==> src/supply_monitor_pkg.sv <==
/*
  constants for the supply monitor status/control block.
  assumes a 32-bit axi4-lite slave and a 50 MHz system clock.
*/
// Behaviour
// [RULE1] set warning flag on supply falling below warning level, or after reset
// [RULE2] warning flag reads 0 with no warning, 1 if present or unacknowledged
// [RULE3] writing 1 to acknowledge bit 6 clears flag only if warning gone
// [RULE4] software clears flag by acknowledge before setting interrupt enable
// [RULE5] interrupt enable bit 5 requests interrupt while warning flag is 1
// [RULE6] reset-on-detect bit 4 with detector on forces reset on detect event
// [RULE7] reset-on-detect bit accepts only its first write after each reset
// [RULE8] stop-enable bit 3 read/write keeps detection running in stop mode
// [RULE9] detector enable bit 2 turns detect logic on and gates other bits
// [RULE10] detector enable accepts only its first write after each reset
// [RULE11] drive-select bit 1 picks low/high buffer drive while buffer enabled
// [RULE12] buffer enable bit 0 turns on bandgap buffer for the adc channel
// [RULE13] detection off in stop mode unless stop-enable or debug enabled
// [RULE14] warning flag read-only; writes to its position change nothing
// [RULE15] acknowledge bit acts only on write of 1, reads back 0
package supply_monitor_pkg;

  localparam logic [3:0] ADDR_CTRL   = 4'h0;
  localparam logic [3:0] ADDR_STATUS = 4'h4;
  localparam logic [3:0] ADDR_ENABLE = 4'h8;
  localparam logic [3:0] ADDR_CLEAR  = 4'hC;

  localparam int BIT_WARN_FLAG   = 7;
  localparam int BIT_WARN_ACK    = 6;
  localparam int BIT_WARN_IE     = 5;
  localparam int BIT_DET_RST_EN  = 4;
  localparam int BIT_DET_STOP_EN = 3;
  localparam int BIT_DET_EN      = 2;
  localparam int BIT_BG_DRIVE    = 1;
  localparam int BIT_BG_ON       = 0;

  // event status bits
  localparam int EV_WARN   = 0;
  localparam int EV_DETECT = 1;
  localparam int EV_W      = 2;

  // control reset value: detector, stop-enable and reset-enable set
  localparam logic [7:0] CTRL_RESET = 8'h1C;

  localparam logic [1:0] RESP_OKAY   = 2'b00;
  localparam logic [1:0] RESP_SLVERR = 2'b10;

  // reset request pulse held for a few cycles
  localparam int RST_PULSE_NS     = 100;
  localparam int CLK_PERIOD_NS    = 20;
  localparam int RST_PULSE_CYCLES = RST_PULSE_NS / CLK_PERIOD_NS;

endpackage

==> src/once_write_bit.sv <==
/*
  a control bit that takes only its first software write after reset.
  assumes a synchronous active-high reset on clk_sys.
*/
`timescale 1ns/100ps
`default_nettype none
module once_write_bit
  import supply_monitor_pkg::*;
#(
  parameter logic RESET_VALUE = 1'b0
) (
  // clock and reset
  input  wire logic clk_sys,
  input  wire logic srst,
  // write strobe and value
  input  wire logic wrEn,
  input  wire logic wrData,
  // stored value
  output logic      value
);

  logic written_r;

  always_ff @(posedge clk_sys) begin
    if (srst) begin
      value     <= RESET_VALUE;
      written_r <= 1'b0;
    end else if (wrEn && !written_r) begin
      // later writes are dropped until the next reset
      value     <= wrData;
      written_r <= 1'b1;
    end
  end

endmodule
`default_nettype wire

==> src/supply_monitor_control.sv <==
/*
  supply monitor status/control register with axi4-lite access.
  assumes analog comparator outputs already synchronous to clk_sys.
*/
`timescale 1ns/100ps
`default_nettype none
module supply_monitor_control
  import supply_monitor_pkg::*;
(
  // clock and reset
  input  wire logic        clk_sys,
  input  wire logic        srst,
  // axi4-lite write address
  input  wire logic [3:0]  s_axi_awaddr,
  input  wire logic        s_axi_awvalid,
  output logic             s_axi_awready,
  // axi4-lite write data
  input  wire logic [31:0] s_axi_wdata,
  input  wire logic [3:0]  s_axi_wstrb,
  input  wire logic        s_axi_wvalid,
  output logic             s_axi_wready,
  // axi4-lite write response
  output logic [1:0]       s_axi_bresp,
  output logic             s_axi_bvalid,
  input  wire logic        s_axi_bready,
  // axi4-lite read address
  input  wire logic [3:0]  s_axi_araddr,
  input  wire logic        s_axi_arvalid,
  output logic             s_axi_arready,
  // axi4-lite read data
  output logic [31:0]      s_axi_rdata,
  output logic [1:0]       s_axi_rresp,
  output logic             s_axi_rvalid,
  input  wire logic        s_axi_rready,
  // analog side
  input  wire logic        lowSupplyWarning,
  input  wire logic        lowSupplyDetect,
  input  wire logic        stopMode,
  input  wire logic        backgroundDebugEnable,
  // control outputs
  output logic             detectorActive,
  output logic             detectResetReq,
  output logic             warnIrq,
  output logic             bandgapBufferOn,
  output logic             bandgapBufferDriveSelect,
  // event interrupt
  output logic             irq
);

  logic [3:0]      awAddr_r;
  logic            awHave_r;
  logic [31:0]     wData_r;
  logic            wByte0_r;
  logic            wHave_r;
  logic            doWrite;
  logic            writeCtrl;
  logic [7:0]      ctrlRead;
  logic            warnFlag_r;
  logic            warnIe_r;
  logic            detStopEn_r;
  logic            bgDrive_r;
  logic            bgOn_r;
  logic            detRstEn;
  logic            detEn;
  logic            warnPrev_r;
  logic            detPrev_r;
  logic [EV_W-1:0] evStatus_r;
  logic [EV_W-1:0] evEnable_r;
  logic [EV_W-1:0] evSet;
  logic [EV_W-1:0] evClr;
  logic            ackClears;
  logic            detActNxt;
  logic [3:0]      rstCnt_r;

  function automatic logic isAddr(input logic [3:0] a,
                                  input logic [3:0] target);
    return a[3:2] == target[3:2];
  endfunction

  // write channel: address and data latched in either order
  assign doWrite   = awHave_r && wHave_r && !s_axi_bvalid;
  assign writeCtrl = doWrite && wByte0_r && isAddr(awAddr_r, ADDR_CTRL);

  always_ff @(posedge clk_sys) begin
    if (srst) begin
      awHave_r <= 1'b0;
      awAddr_r <= 4'h0;
    end else if (s_axi_awvalid && s_axi_awready) begin
      awHave_r <= 1'b1;
      awAddr_r <= s_axi_awaddr;
    end else if (doWrite) begin
      awHave_r <= 1'b0;
    end
  end

  always_ff @(posedge clk_sys) begin
    if (srst) begin
      wHave_r  <= 1'b0;
      wData_r  <= 32'h0000_0000;
      wByte0_r <= 1'b0;
    end else if (s_axi_wvalid && s_axi_wready) begin
      wHave_r  <= 1'b1;
      wData_r  <= s_axi_wdata;
      wByte0_r <= s_axi_wstrb[0];
    end else if (doWrite) begin
      wHave_r <= 1'b0;
    end
  end

  always_ff @(posedge clk_sys) begin
    if (srst) begin
      s_axi_awready <= 1'b0;
      s_axi_wready  <= 1'b0;
    end else begin
      // one-cycle ready pulses; no new item until the response has gone
      s_axi_awready <= !awHave_r && !s_axi_awready && !s_axi_bvalid
                       && s_axi_awvalid;
      s_axi_wready  <= !wHave_r && !s_axi_wready && !s_axi_bvalid
                       && s_axi_wvalid;
    end
  end

  always_ff @(posedge clk_sys) begin
    if (srst) begin
      s_axi_bvalid <= 1'b0;
      s_axi_bresp  <= RESP_OKAY;
    end else if (doWrite) begin
      s_axi_bvalid <= 1'b1;
      s_axi_bresp  <= (isAddr(awAddr_r, ADDR_STATUS)) ? RESP_SLVERR
                                                      : RESP_OKAY;
    end else if (s_axi_bready) begin
      s_axi_bvalid <= 1'b0;
    end
  end

  // free read/write control bits
  always_ff @(posedge clk_sys) begin
    if (srst) begin
      warnIe_r    <= CTRL_RESET[BIT_WARN_IE];
      detStopEn_r <= CTRL_RESET[BIT_DET_STOP_EN];
      bgDrive_r   <= CTRL_RESET[BIT_BG_DRIVE];
      bgOn_r      <= CTRL_RESET[BIT_BG_ON];
    end else if (writeCtrl) begin
      warnIe_r    <= wData_r[BIT_WARN_IE];
      detStopEn_r <= wData_r[BIT_DET_STOP_EN]; // see [RULE8]
      bgDrive_r   <= wData_r[BIT_BG_DRIVE];
      bgOn_r      <= wData_r[BIT_BG_ON];
    end
  end

  // write-once bits
  once_write_bit #(
    .RESET_VALUE (CTRL_RESET[BIT_DET_RST_EN])
  ) u_rstEn (
    .clk_sys (clk_sys),
    .srst    (srst),
    .wrEn    (writeCtrl), // see [RULE7]
    .wrData  (wData_r[BIT_DET_RST_EN]),
    .value   (detRstEn)
  );

  once_write_bit #(
    .RESET_VALUE (CTRL_RESET[BIT_DET_EN])
  ) u_detEn (
    .clk_sys (clk_sys),
    .srst    (srst),
    .wrEn    (writeCtrl), // see [RULE10]
    .wrData  (wData_r[BIT_DET_EN]),
    .value   (detEn)
  );

  // acknowledge is a pulse, not stored; flag writes are ignored
  assign ackClears = writeCtrl && wData_r[BIT_WARN_ACK]
                     && !lowSupplyWarning; // see [RULE3] [RULE15]

  // level set covers a supply already low after reset
  always_ff @(posedge clk_sys) begin
    if (srst) begin
      warnFlag_r <= 1'b0;
    end else if (lowSupplyWarning) begin
      warnFlag_r <= 1'b1; // see [RULE1] [RULE2]
    end else if (ackClears) begin
      warnFlag_r <= 1'b0; // see [RULE14]
    end
  end

  // detection off in stop unless stop-enable or debug keeps it alive
  assign detActNxt = detEn && (!stopMode || detStopEn_r
                     || backgroundDebugEnable); // see [RULE9] [RULE13]

  // reset request stretched so the reset generator cannot miss it
  always_ff @(posedge clk_sys) begin
    if (srst) begin
      rstCnt_r <= 4'h0;
    end else if (detActNxt && detRstEn && lowSupplyDetect) begin
      rstCnt_r <= 4'(RST_PULSE_CYCLES); // see [RULE6]
    end else if (rstCnt_r != 4'h0) begin
      rstCnt_r <= rstCnt_r - 4'h1;
    end
  end

  always_ff @(posedge clk_sys) begin
    if (srst) begin
      detectorActive           <= 1'b0;
      detectResetReq           <= 1'b0;
      warnIrq                  <= 1'b0;
      bandgapBufferOn          <= 1'b0;
      bandgapBufferDriveSelect <= 1'b0;
    end else begin
      detectorActive           <= detActNxt;
      detectResetReq           <= (rstCnt_r != 4'h0);
      warnIrq                  <= warnIe_r && warnFlag_r; // see [RULE5]
      bandgapBufferOn          <= bgOn_r; // see [RULE12]
      // drive mode only matters while the buffer is on
      bandgapBufferDriveSelect <= bgOn_r && bgDrive_r; // see [RULE11]
    end
  end

  // sticky event bits: rising edges of warning, and of detect while detection is active
  assign evSet = {lowSupplyDetect && !detPrev_r && detActNxt,
                  lowSupplyWarning && !warnPrev_r};
  assign evClr = (doWrite && wByte0_r && isAddr(awAddr_r, ADDR_CLEAR))
                 ? wData_r[EV_W-1:0] : '0;

  always_ff @(posedge clk_sys) begin
    if (srst) begin
      warnPrev_r <= 1'b0;
      detPrev_r  <= 1'b0;
    end else begin
      warnPrev_r <= lowSupplyWarning;
      detPrev_r  <= lowSupplyDetect;
    end
  end

  always_ff @(posedge clk_sys) begin
    if (srst) begin
      evStatus_r <= '0;
    end else begin
      // set wins over a clear in the same cycle
      evStatus_r <= (evStatus_r & ~evClr) | evSet;
    end
  end

  always_ff @(posedge clk_sys) begin
    if (srst) begin
      evEnable_r <= '0;
    end else if (doWrite && wByte0_r && isAddr(awAddr_r, ADDR_ENABLE)) begin
      evEnable_r <= wData_r[EV_W-1:0];
    end
  end

  always_ff @(posedge clk_sys) begin
    if (srst) begin
      irq <= 1'b0;
    end else begin
      irq <= |(evStatus_r & evEnable_r);
    end
  end

  // read channel
  assign ctrlRead = {warnFlag_r, 1'b0, warnIe_r, detRstEn, detStopEn_r,
                     detEn, bgDrive_r, bgOn_r};

  always_ff @(posedge clk_sys) begin
    if (srst) begin
      s_axi_arready <= 1'b0;
    end else begin
      s_axi_arready <= s_axi_arvalid && !s_axi_arready && !s_axi_rvalid;
    end
  end

  always_ff @(posedge clk_sys) begin
    if (srst) begin
      s_axi_rvalid <= 1'b0;
      s_axi_rdata  <= 32'h0000_0000;
      s_axi_rresp  <= RESP_OKAY;
    end else if (s_axi_arvalid && s_axi_arready) begin
      s_axi_rvalid <= 1'b1;
      s_axi_rresp  <= RESP_OKAY;
      if (isAddr(s_axi_araddr, ADDR_CTRL)) begin
        s_axi_rdata <= {24'h00_0000, ctrlRead};
      end else if (isAddr(s_axi_araddr, ADDR_STATUS)) begin
        s_axi_rdata <= {30'h0000_0000, evStatus_r};
      end else if (isAddr(s_axi_araddr, ADDR_ENABLE)) begin
        s_axi_rdata <= {30'h0000_0000, evEnable_r};
      end else begin
        // clear register is write-only and reads zero
        s_axi_rdata <= 32'h0000_0000;
      end
    end else if (s_axi_rready) begin
      s_axi_rvalid <= 1'b0;
    end
  end

endmodule
`default_nettype wire

==> config.mk <==
export PLATFORM = sky130hd
export DESIGN_NAME = supply_monitor_control
export DESIGN_NICKNAME = d
export VERILOG_FILES = /design/src/supply_monitor_pkg.sv /design/src/once_write_bit.sv /design/src/supply_monitor_control.sv
export SDC_FILE = /design/constraint.sdc
export NUM_CORES = 1
export LEC_CHECK = 0
export BUFFER_PORTS_ARGS = -buffer_cell sky130_fd_sc_hd__buf_2
export CAP_MARGIN = 20
export CELL_PAD_IN_SITES_DETAIL_PLACEMENT = 2
export CELL_PAD_IN_SITES_GLOBAL_PLACEMENT = 2
export CORE_MARGIN = 10
export CORE_UTILIZATION = 25
export DETAILED_ROUTE_END_ITERATION = 8
export PLACE_DENSITY_LB_ADDON = 0.1
export SETUP_SLACK_MARGIN = 0.3
export SLEW_MARGIN = 20
export SYNTH_ARGS = -nofsm -noshare
export SYNTH_HDL_FRONTEND = slang
export SYNTH_SLANG_ARGS = --single-unit
==> constraint.sdc <==
create_clock -name clk_sys -period 1.8 [get_ports clk_sys]
set_input_delay 0.18 -clock clk_sys [delete_from_list [all_inputs] [get_ports clk_sys]]
set_output_delay 0.18 -clock clk_sys [all_outputs]
set_load 0.02 [all_outputs]
== Word-level counts from Yosys, hierarchy flattened ==
Cells that the tools add are included.
Word-level totals
  register bits: 78
  latch bits: 0
  bits in writable memories: 0
  ROM bits: 0
  output and inout port bits: 47
  memories: 0
Cells by class
  add/subtract/negate cells: 1
  $mul: 0
  divide/modulo/power cells: 0
  order comparisons: 0
  eq/ne operators: 5
  shifts and indexed selects: 0
  multiplexer cells: 16
  bitwise gates (word level): 4
  reductions and logical operators: 55
Operators by type and width (count)
  $logic_and A1 B1 Y1: 29
  $logic_not A1 Y1: 13
  $reduce_bool A2 Y1: 6
  $mux W1: 9
  $mux W2: 4
  $mux W8: 1
  $eq A2 B2 Y1 const B: 3
  $mux W3: 2
  $and A2 B2 Y2: 2
  $eq A2 B1 Y1 const B: 2
  $logic_not A2 Y1: 2
  $reduce_bool A4 Y1: 1
  $reduce_or A2 Y1: 2
  $sub A4 B1 Y4 const B: 1
  $logic_or A1 B1 Y1: 2
  $not A2 Y2: 1
  $or A2 B2 Y2: 1

== Logic depth before layout (Yosys ltp) ==
Gate-level depths: netlist (run 1).
  word-level depth: 8
  depth in mapped cells: 5
  depth with buffers taken out: 5

== Hierarchy ==
A second synthesis (run 1) with hierarchy kept.
Second synthesis, totals
  cells, all modules: 228
  area, all modules: 2113.3 sq um
Modules (own cells, without submodules)
  supply_monitor_control: times used 1, cells each 212, area an instance 1955.6 sq um, seq. area each 920.9 sq um
  once_write_bit: times used 2, cells each 8, area an instance 78.8 sq um, seq. area each 40.0 sq um

== Worst setup path before layout (run 1) ==
No wires, ideal clock.
  path type: flip-flop to flip-flop
  from: register s_axi_bvalid
  to: register u_rstEn.value
  data arrival time: 1.231 ns
  data required time: 1.678 ns
  slack: 0.447 ns
  stages on the path, launching flop included: 4
  cell sequence: dfxtp_1 > nand4b_4 > o41a_1 > a311o_1
On the way
  word-level cells in the longest chain between the ends: 5
Ends and longest elaborated chain
  start, declared: line supply_monitor_control.sv:24  | output logic s_axi_bvalid,
  start signal, assigned: line supply_monitor_control.sv:125  | s_axi_bvalid <= 1'b0;
  start signal, assigned: line supply_monitor_control.sv:128  | s_axi_bvalid <= 1'b1;
  start signal, assigned: line supply_monitor_control.sv:132  | s_axi_bvalid <= 1'b0;
  $logic_not A1 Y1: line supply_monitor_control.sv:81  | assign doWrite = awHave_r && wHave_r && !s_axi_bvalid;
  $logic_and A1 B1 Y1: line supply_monitor_control.sv:81
  $logic_and A1 B1 Y1 (2 in series): line supply_monitor_control.sv:82  | assign writeCtrl = doWrite && wByte0_r && isAddr(awAddr_r, ADDR_CTRL);
  $logic_and A1 B1 Y1: line once_write_bit.sv:28  | end else if (wrEn && !written_r) begin
  end signal, assigned: line once_write_bit.sv:30  | value <= wrData;
  end, declared: line once_write_bit.sv:19  | output logic value
No other way between the ends.
A chain may end at the register's enable or synchronous reset.

== Final worst setup path (run 1) ==
  from: register wHave_r
  to: register u_rstEn.value
On the way
  word-level cells in the longest chain between the ends: 5
Ends and longest elaborated chain
  start, declared: line supply_monitor_control.sv:54  | logic wHave_r;
  start signal, assigned: line supply_monitor_control.sv:98  | wHave_r <= 1'b0;
  start signal, assigned: line supply_monitor_control.sv:102  | wHave_r <= 1'b1;
  start signal, assigned: line supply_monitor_control.sv:106  | wHave_r <= 1'b0;
  $logic_and A1 B1 Y1 (2 in series): line supply_monitor_control.sv:81
  $logic_and A1 B1 Y1 (2 in series): line supply_monitor_control.sv:82
  $logic_and A1 B1 Y1: line once_write_bit.sv:28
No other way between the ends.

==> results of run 1 <==
==> cells in the final DEF, fill, tap and decap left out, drive strengths merged, types with 2 or more instances in the layout <==
| cell type | n |
|---|---|
| nand3 | 12 |
| o21ai | 5 |
| or3b | 3 |
| o21a | 2 |
| nor3 | 3 |
| nor4b | 3 |
| nand3b | 3 |
| inv | 8 |
| mux2i | 10 |
| clkinv | 2 |
| clkbuf | 5 |
| nand2b | 11 |
| a22oi | 6 |
| conb | 28 |
| dfxtp | 50 |
| a21oi | 20 |
| nor2 | 19 |
| nand2 | 17 |
| nor2b | 2 |
| buf | 46 |
| o21ba | 2 |
==> area by class of cell <==
cell class | count | area share
clock buffer | 5 | 0.0276
clock inverter | 3 | 0.0161
inverter | 8 | 0.0121
multi-input combinational | 162 | 0.387
sequential | 50 | 0.402
tap | 105 | 0.0528
timing repair buffer | 46 | 0.103
==> synthesized netlist by cell type (2+ instances only) <==
library cell	n	area, sq um
buf_4	28	210
nor4b_1	3	26.3
or3b_1	3	26.3
o21a_1	2	15.0
a21oi_1	20	100
o21ba_1	2	20.0
nand3b_1	3	22.5
inv_1	8	30.0
o21ai_0	5	25.0
dfxtp_1	50	1000
nand2_1	17	63.8
nor2_1	19	71.3
nor3_1	2	10.0
nor2b_1	2	12.5
nand3_1	12	60.1
nand2b_1	11	68.8
clkbuf_1	8	30.0
a22oi_1	6	45.0
mux2i_1	10	100
==> stage by stage <==
| step | utilization | std cells |
|---|---|---|
| finish | 0.302 | 379 |
| global route | 0.302 | 379 |
| CTS | 0.297 | 377 |
| detailed placement | 0.284 | 369 |
| global placement | 0.284 | 369 |
| floorplan | - | 257 |
==> report_power, final <==
group          internal, uW  switching [uW]
Clock                   410             376
Combinational          96.6             166
Sequential             1140            32.6
==> per-layer routing <==
layer,global-route usage,part of all wire,routed length [um]
met3,0.0335,0.079,425
met5,0,0,0
met4,0.0355,0.017,91
met1,0.105,0.45,2390
met2,0.135,0.46,2460
==> cells by family after synthesis <==
kind of cell,count (synthesis)
AO/OA/AOI/OAI,40
multiplexers,11
AND/OR/NAND/NOR,81
adder cells (fa/ha/maj),1
buffers and inverters,45
flip-flops,50
other,1
XOR/XNOR,1
==> registers in the layout, summed over array words and instances (netlist names), 2 cells and up <==
signal       cells
awAddr_r         2
evEnable_r       2
evStatus_r       2
rstCnt_r         4
s_axi_rdata      7
wData_r          7
==> worst max-delay path, stage by stage (launching register included) <==
cell and delay [ns]:
dfxtp_1 0.47, nand4b_4 0.19, o41a_1 0.34, a311o_1 0.31
==> repair_timing <==
| action | 4_1_cts | 5_1_grt |
|---|---|---|
| setup endpoints to repair | 0 | 6 |
| resized for setup | 0 | 1 |
| buffers inserted | 0 | 2 |
| hold endpoints to repair | 0 | 0 |
==> worst paths after layout <==
path / slack (ns) / to / startpoint / depth (start not counted)
setup / recovery: 0.39 / u_rstEn.value / wHave_r / 3
hold / removal: 0.13 / wByte0_r / s_axi_wstrb[0] / 3
setup reg to reg: 0.39 / u_rstEn.value / wHave_r / 3
hold reg to reg: 0.43 / evStatus_r[1] / detPrev_r / 1
==> flow_summary.json, run 1 <==
{
  "run_status": "completed",
  "h-tree-depth": 2,
  "final.period_utilization": 0.785,
  "synth_enable_flop_cells": 0,
  "numCtsBuffers": 5,
  "setup_ws_ns": 0.386,
  "hpwl_um": 4170,
  "ys_warn_count": 0,
  "final_estimated_routing_congestion_in_global_placement": 0.684,
  "detail_route.iter0.violations": 36,
  "initial_core_util": 0.258,
  "synthSimpleGateAreaFrac": 0.216,
  "fillerInstances": 969,
  "final_hold_viol_count": 0,
  "setup_viol": 0,
  "synth-xor-area-share": 0.00411,
  "yosys.cell_types.count": 38,
  "synth_seq_cells": 50,
  "drive_gt1_frac": 0.223,
  "drc_errors": 0,
  "synth.yosys.seq_area_share": 0.470,
  "cts_tree": "built",
  "clk_pin_slew_worst_paths_ns": 0.09,
  "max_freq_ghz": 0.707,
  "n_antenna_cell": 0,
  "synthesis.area_per_instance_sq_um": 9.26,
  "post_synth_instance_area_sq_um": 2130,
  "die-height_um": 112,
  "final_period_minus_worst_setup_slack_ns": 1.41,
  "synth_compound_gate_area_share": 0.122,
  "ys_dominant_reg_cell": "dfxtp_1",
  "number_of_global_route_vias_before_repair": 1843,
  "drtAntennaViolNets": 0,
  "final_slew_viol_count": 0,
  "cts_hold_buffers": 0,
  "power-per-cell-area_nw_per_um2": 894,
  "cts_num_sinks": 50,
  "total_power_uw": 2230,
  "detailedRoute.firstPassIterationCount": 4,
  "worst_pin_slew_ns": 0.627,
  "die-area_sq_um": 12600,
  "clock_tree.buffer_depth": 2,
  "relative_area_change_from_synthesis_to_final_layout_pct": 16.9,
  "global_route.overflow_total": 0,
  "critPathLaunchType": "register",
  "dpl_worst_slack_ns": 0.328,
  "vdd_ir_drop_max_uv": 337,
  "grt_util_all_layers": 0.0869,
  "viasPerCell": 4.36,
  "synth_adder_area_share": 0.00587,
  "timing.setup.tns_ns": 0,
  "clk_latency_ns": 0.30,
  "design.portCount": 102,
  "worstPathArrival_ns": 1.61,
  "finished_layout_cell_area_sq_um": 2490,
  "vias": 1654,
  "placedInstanceArea_sq_um": 2350,
  "core_area_sq_um": 8260,
  "timing.hold.worst.class": "in2reg",
  "max_capacitance_violation_total": 0,
  "synthMuxAreaShare": 0.0523,
  "clock_skew_ns": 0.00325,
  "placementRows": 33,
  "global_route_wire_length_before_repair_um": 9220,
  "main_combinational_cell_family_by_area_after_synthesis": "simple AND/OR/NAND/NOR gates",
  "seqCellArea_sq_um": 1000,
  "asyncSetResetFlopFracSynth": 0,
  "slew_headroom": 0.582,
  "detail_route.wl_per_cell_um": 14.2,
  "cp-end-kind": "register",
  "post_synth_inst_count": 230,
  "grt_setup_unrepaired": "true",
  "multi_input_comb_area_sq_um": 963,
  "crit_fanout": 6,
  "setup.worst_path.class": "reg2reg",
  "grt_start_max_net_pins": 36,
  "placement.io_buffers": 41,
  "number_of_antenna_violations_at_the_first_check_in_global_routing": 0,
  "hold_slack_ns": 0.128,
  "cp.required_ns": 2.00,
  "cts-root-buf": "clkbuf_8",
  "power.leakage_uw": 0.00109,
  "finish.net_count": 329,
  "fp.dieW_um": 112,
  "totalWireLength_um": 5370
}
No activity file was read; power rests on OpenSTA's default activity.
==> run 2: changes to the inputs <==
Clock period 1.8 ns to 1.4 ns, I/O delays scaled along.
==> run 2 against run 1 <==
- die area stayed put
- via count is 5.4% higher
- sequential share of layout area is 4.0 points lower
- highest routed layer unchanged
- largest power group unchanged
- setup slack worse by 0.29 ns
==> flow_summary.json, run 2 (synthesis results as in run 1) <==
{
  "cts_num_sinks": 50,
  "finished_layout_cell_area_sq_um": 2800,
  "min_from": "s_axi_wstrb[0]",
  "final_period_minus_worst_setup_slack_ns": 1.31,
  "cp.required_ns": 1.59,
  "detailedRoute.firstPassIterationCount": 4,
  "numCtsBuffers": 5,
  "clock_tree.buffer_depth": 2,
  "core_area_sq_um": 8260,
  "power-per-cell-area_nw_per_um2": 1020,
  "n_antenna_cell": 0,
  "instances_no_fill": 400,
  "clk_pin_slew_worst_paths_ns": 0.09,
  "whs_endpoint": "wByte0_r",
  "layout.cells.most_common": "dfxtp_1",
  "drtAntennaViolNets": 0,
  "clk_latency_ns": 0.29,
  "detail_route.iter0.violations": 54,
  "final_slew_viol_count": 0,
  "dpl_worst_slack_ns": 0.0623,
  "grt_util_met2": 0.154,
  "drc_errors": 0,
  "final_estimated_routing_congestion_in_global_placement": 0.736,
  "cts_hold_buffers": 0,
  "global_route.overflow_total": 0,
  "finish.net_count": 350,
  "die-height_um": 112,
  "viasPerCell": 4.36,
  "fp.dieW_um": 112,
  "crit-reg2reg-capture": "u_rstEn.value",
  "seqCellArea_sq_um": 1010,
  "cts_tree": "built",
  "placementRows": 33,
  "setup_ws_ns": 0.0947,
  "clock_skew_ns": 0.00528,
  "worstPathArrival_ns": 1.49,
  "setup.worst_path.class": "reg2reg",
  "rrSetupSlack_ns": 0.09,
  "final_hold_viol_count": 0,
  "met3_usage": 0.0261,
  "h-tree-depth": 2,
  "number_of_global_route_vias_before_repair": 1962,
  "critical_path.startpoint": "s_axi_bvalid",
  "cp-end-kind": "register",
  "detail_route.wl_per_cell_um": 14.7,
  "max_freq_ghz": 0.766,
  "grt_start_max_net_pins": 22,
  "post-route-util": 0.339,
  "grt_setup_unrepaired": "true",
  "largest_registers": "s_axi_rdata (7), wData_r (7), rstCnt_r (4)",
  "r2r-start": "s_axi_bvalid",
  "relative_area_change_from_synthesis_to_final_layout_pct": 31.4,
  "vias": 1744,
  "gr-max-usage-layer": "met2",
  "hold_depth": 3,
  "power.leakage_uw": 0.00122,
  "run_status": "completed",
  "setup_viol": 0,
  "totalWireLength_um": 5900,
  "number_of_antenna_violations_at_the_first_check_in_global_routing": 0,
  "die-area_sq_um": 12600,
  "placement.io_buffers": 41,
  "design.portCount": 102,
  "grt_util_met1": 0.107,
  "timing.hold.worst.class": "in2reg",
  "global_route_wire_length_before_repair_um": 9750,
  "numPlacedInstances": 378,
  "placedInstanceArea_sq_um": 2460,
  "fillerInstances": 965,
  "drive_gt1_frac": 0.359,
  "timing.reg2reg.worst_path_depth": 3,
  "vdd_ir_drop_max_uv": 324,
  "grt_util_all_layers": 0.0905,
  "most-common-layout-cells": "dfxtp_1 (42), buf_2 (39), conb_1 (28), a21oi_1 (18), nor2_1 (18)",
  "cts-root-buf": "clkbuf_8",
  "crit_fanout": 5,
  "critPathLaunchType": "register",
  "timing.setup.tns_ns": 0,
  "final.period_utilization": 0.932,
  "hpwl_um": 4400,
  "multi_input_comb_area_sq_um": 1070,
  "max_capacitance_violation_total": 0,
  "initial_core_util": 0.258
}
## run 2: how the worst max path moves through the flow
stage	to	slack (ns)
finish	u_rstEn.value	0.09
global route	bgDrive_r	0.04
CTS	u_rstEn.value	0.10
detailed placement	rstCnt_r[1]	0.06
global placement	rstCnt_r[1]	0.07
floorplan	u_rstEn.value	0.1
## run 2: metal layers
layer | part of all wire | wire, um
met5 | 0 | 0
met4 | 0.011 | 65
met3 | 0.058 | 340
met2 | 0.47 | 2790
met1 | 0.46 | 2700
## run 2: critical path, cell delays in order, from the launching register on
cell and delay [ns]:
dfxtp_4 0.35, nand4b_4 0.20, o41a_1 0.33, a311o_1 0.31
## run 2: report_power, final
part           total (uW)  internal, uW  leakage (uW)  switching, uW
registers            1520          1470      0.000410           46.5
clock network         859           400     0.0000482            459
logic                 485           221      0.000766            264
## run 2: repair_timing
action	4_1_cts	5_1_grt
cloned	0	0
buffers inserted	11	3
endpoints found under the setup margin	18	32
resized for setup	14	27
pin swaps	4	5
## run 2: area by class of cell
type	count	share of cell area
clock inverters	1	0.00179
multi-input cells	162	0.381
repair buffers	67	0.167
flip-flops and latches	50	0.362
well taps	105	0.0469
clock buffers	7	0.0308
inverters	8	0.0107
## run 2: per-stage QoR
stage	power [uW]	hold slack [ns]
3_3_place_gp	1900	0.402
6_report	2860	0.0868
2_1_floorplan	1850	0.275
5_1_grt	3030	0.0934
4_1_cts	2850	0.0811
3_5_place_dp	1910	0.409
==> run 3: changes to the inputs <==
Settings changed: CELL_PAD_IN_SITES_DETAIL_PLACEMENT 2 to unset, CELL_PAD_IN_SITES_GLOBAL_PLACEMENT 2 to unset, CORE_UTILIZATION 25 to 46, CTS_BUF_LIST set to sky130_fd_sc_hd__clkbuf_16, MAX_ROUTING_LAYER set to met4, PLACE_DENSITY set to 0.8, PLACE_DENSITY_LB_ADDON 0.1 to unset.
==> run 3 against run 2 <==
- core utilization is 27 points higher
- via count is 6.0% lower
- clock skew hardly changed
- setup slack better by 0.031 ns
- flip-flop and latch count stayed put
- first-iteration DRC count is 1.9% lower
- fmax is 2.4% higher
- combinational power is 8.7% lower
- clock power is 32% higher
- critical path depth is 2 higher
- total power is 8.0% higher
- largest power group unchanged
==> flow_summary.json, run 3 (synthesis results as in run 1) <==
{
  "cts-root-buf": "clkbuf_16",
  "timing.hold.worst.class": "in2reg",
  "detail_route.wl_per_cell_um": 13.8,
  "number_of_antenna_violations_at_the_first_check_in_global_routing": 0,
  "final_estimated_routing_congestion_in_global_placement": 0.764,
  "run_status": "completed",
  "n_antenna_cell": 0,
  "grt_util_met1": 0.142,
  "most-common-layout-cells": "dfxtp_1 (41), buf_2 (40), conb_1 (28), a21oi_1 (19), nor2_1 (19)",
  "drc_errors": 0,
  "numCtsBuffers": 5,
  "total_power_uw": 3090,
  "global_route.overflow_total": 0,
  "met3_usage": 0.0446,
  "detail_route.iter0.violations": 53,
  "placement.io_buffers": 41,
  "power-per-cell-area_nw_per_um2": 1140,
  "cp.required_ns": 1.59,
  "setup.worst_path.class": "reg2reg",
  "rrSetupSlack_ns": 0.13,
  "relative_area_change_from_synthesis_to_final_layout_pct": 27.1,
  "cp-end-kind": "register",
  "dpl_worst_slack_ns": 0.0858,
  "setup_ws_ns": 0.125,
  "fillerInstances": 372,
  "timing.setup.tns_ns": 0,
  "crit_fanout": 3,
  "grt_util_met2": 0.187,
  "cts_hold_buffers": 0,
  "finish.net_count": 345,
  "die-height_um": 88.1,
  "die-area_sq_um": 7750,
  "grt_setup_unrepaired": "true",
  "global_route_wire_length_before_repair_um": 7390,
  "power.leakage_uw": 0.00121,
  "final_slew_viol_count": 0,
  "hold_slack_ns": 0.0953,
  "final_period_minus_worst_setup_slack_ns": 1.27,
  "cts_tree": "built",
  "hpwl_um": 3300,
  "fp.dieW_um": 88.1,
  "post-route-util": 0.614,
  "design.portCount": 102,
  "h-tree-depth": 2,
  "totalWireLength_um": 4730,
  "largest_registers": "s_axi_rdata (7), wData_r (7), rstCnt_r (4)",
  "setup_viol": 0,
  "drive_gt1_frac": 0.345,
  "vdd_ir_drop_max_uv": 657,
  "worstPathArrival_ns": 1.46,
  "critPathLaunchType": "register",
  "initial_core_util": 0.483,
  "clock_skew_ns": 0.00495,
  "max_capacitance_violation_total": 0,
  "clk_pin_slew_worst_paths_ns": 0.06,
  "grt_util_all_layers": 0.122,
  "cts_num_sinks": 50,
  "grt_start_max_net_pins": 23,
  "seqCellArea_sq_um": 1010,
  "clock_tree.buffer_depth": 2,
  "clk_latency_ns": 0.29,
  "vias": 1640,
  "gr-max-usage-layer": "met2",
  "layout.cells.most_common": "dfxtp_1",
  "viasPerCell": 4.80,
  "number_of_global_route_vias_before_repair": 1582,
  "core_area_sq_um": 4410,
  "max_freq_ghz": 0.785,
  "final.period_utilization": 0.910,
  "placementRows": 24,
  "multi_input_comb_area_sq_um": 1060,
  "detailedRoute.firstPassIterationCount": 4,
  "drtAntennaViolNets": 0,
  "final_hold_viol_count": 0
}
-- run 3: worst paths after layout --
| kind | from | end | depth (start not counted) |
|---|---|---|---|
| hold reg to reg | s_axi_rvalid | s_axi_arready | 1 |
| setup reg to reg | rstCnt_r[0] | rstCnt_r[1] | 5 |
| setup / recovery | rstCnt_r[0] | rstCnt_r[1] | 5 |
| hold / removal | s_axi_wstrb[0] | wByte0_r | 3 |
-- run 3: worst max-delay path: stages, from the launching register on --
cell and delay, ns:
dfxtp_2 0.32, inv_2 0.08, ha_4 0.13, nor3b_4 0.24
nor2b_2 0.09, a2111oi_4 0.31
-- run 3: where the power goes --
group / internal (uW) / total (uW) / switching [uW] / leakage (uW)
logic: 195 / 443 / 248 / 0.000725
registers: 1470 / 1520 / 43.7 / 0.000411
clock network: 646 / 1130 / 484 / 0.0000724
-- run 3: through the flow --
stage	cells	instance area, sq um
floorplan	257	2250
global placement	321	2350
detailed placement	321	2350
CTS	337	2610
global route	342	2710
finish	342	2710
-- run 3: area by class of cell --
type,instances,share of cell area
sequential,50,0.375
inverter,8,0.0111
clock buffer,5,0.0462
multi-input combinational,162,0.392
timing repair buffer,62,0.148
clock inverter,3,0.00462
tap,52,0.0240
-- run 3: repair_timing --
| action | in CTS | in global routing |
|---|---|---|
| setup endpoints to repair | 14 | 22 |
| pin swaps | 6 | 4 |
| setup buffers | 8 | 5 |
| gates resized for setup | 19 | 16 |
-- run 3: per-layer routing --
metal / vias to the layer above / wire (um)
li1: 850 / -
met5: - / 0
met1: 727 / 2060
met2: 55 / 2160
met4: 0 / 91
met3: 8 / 425
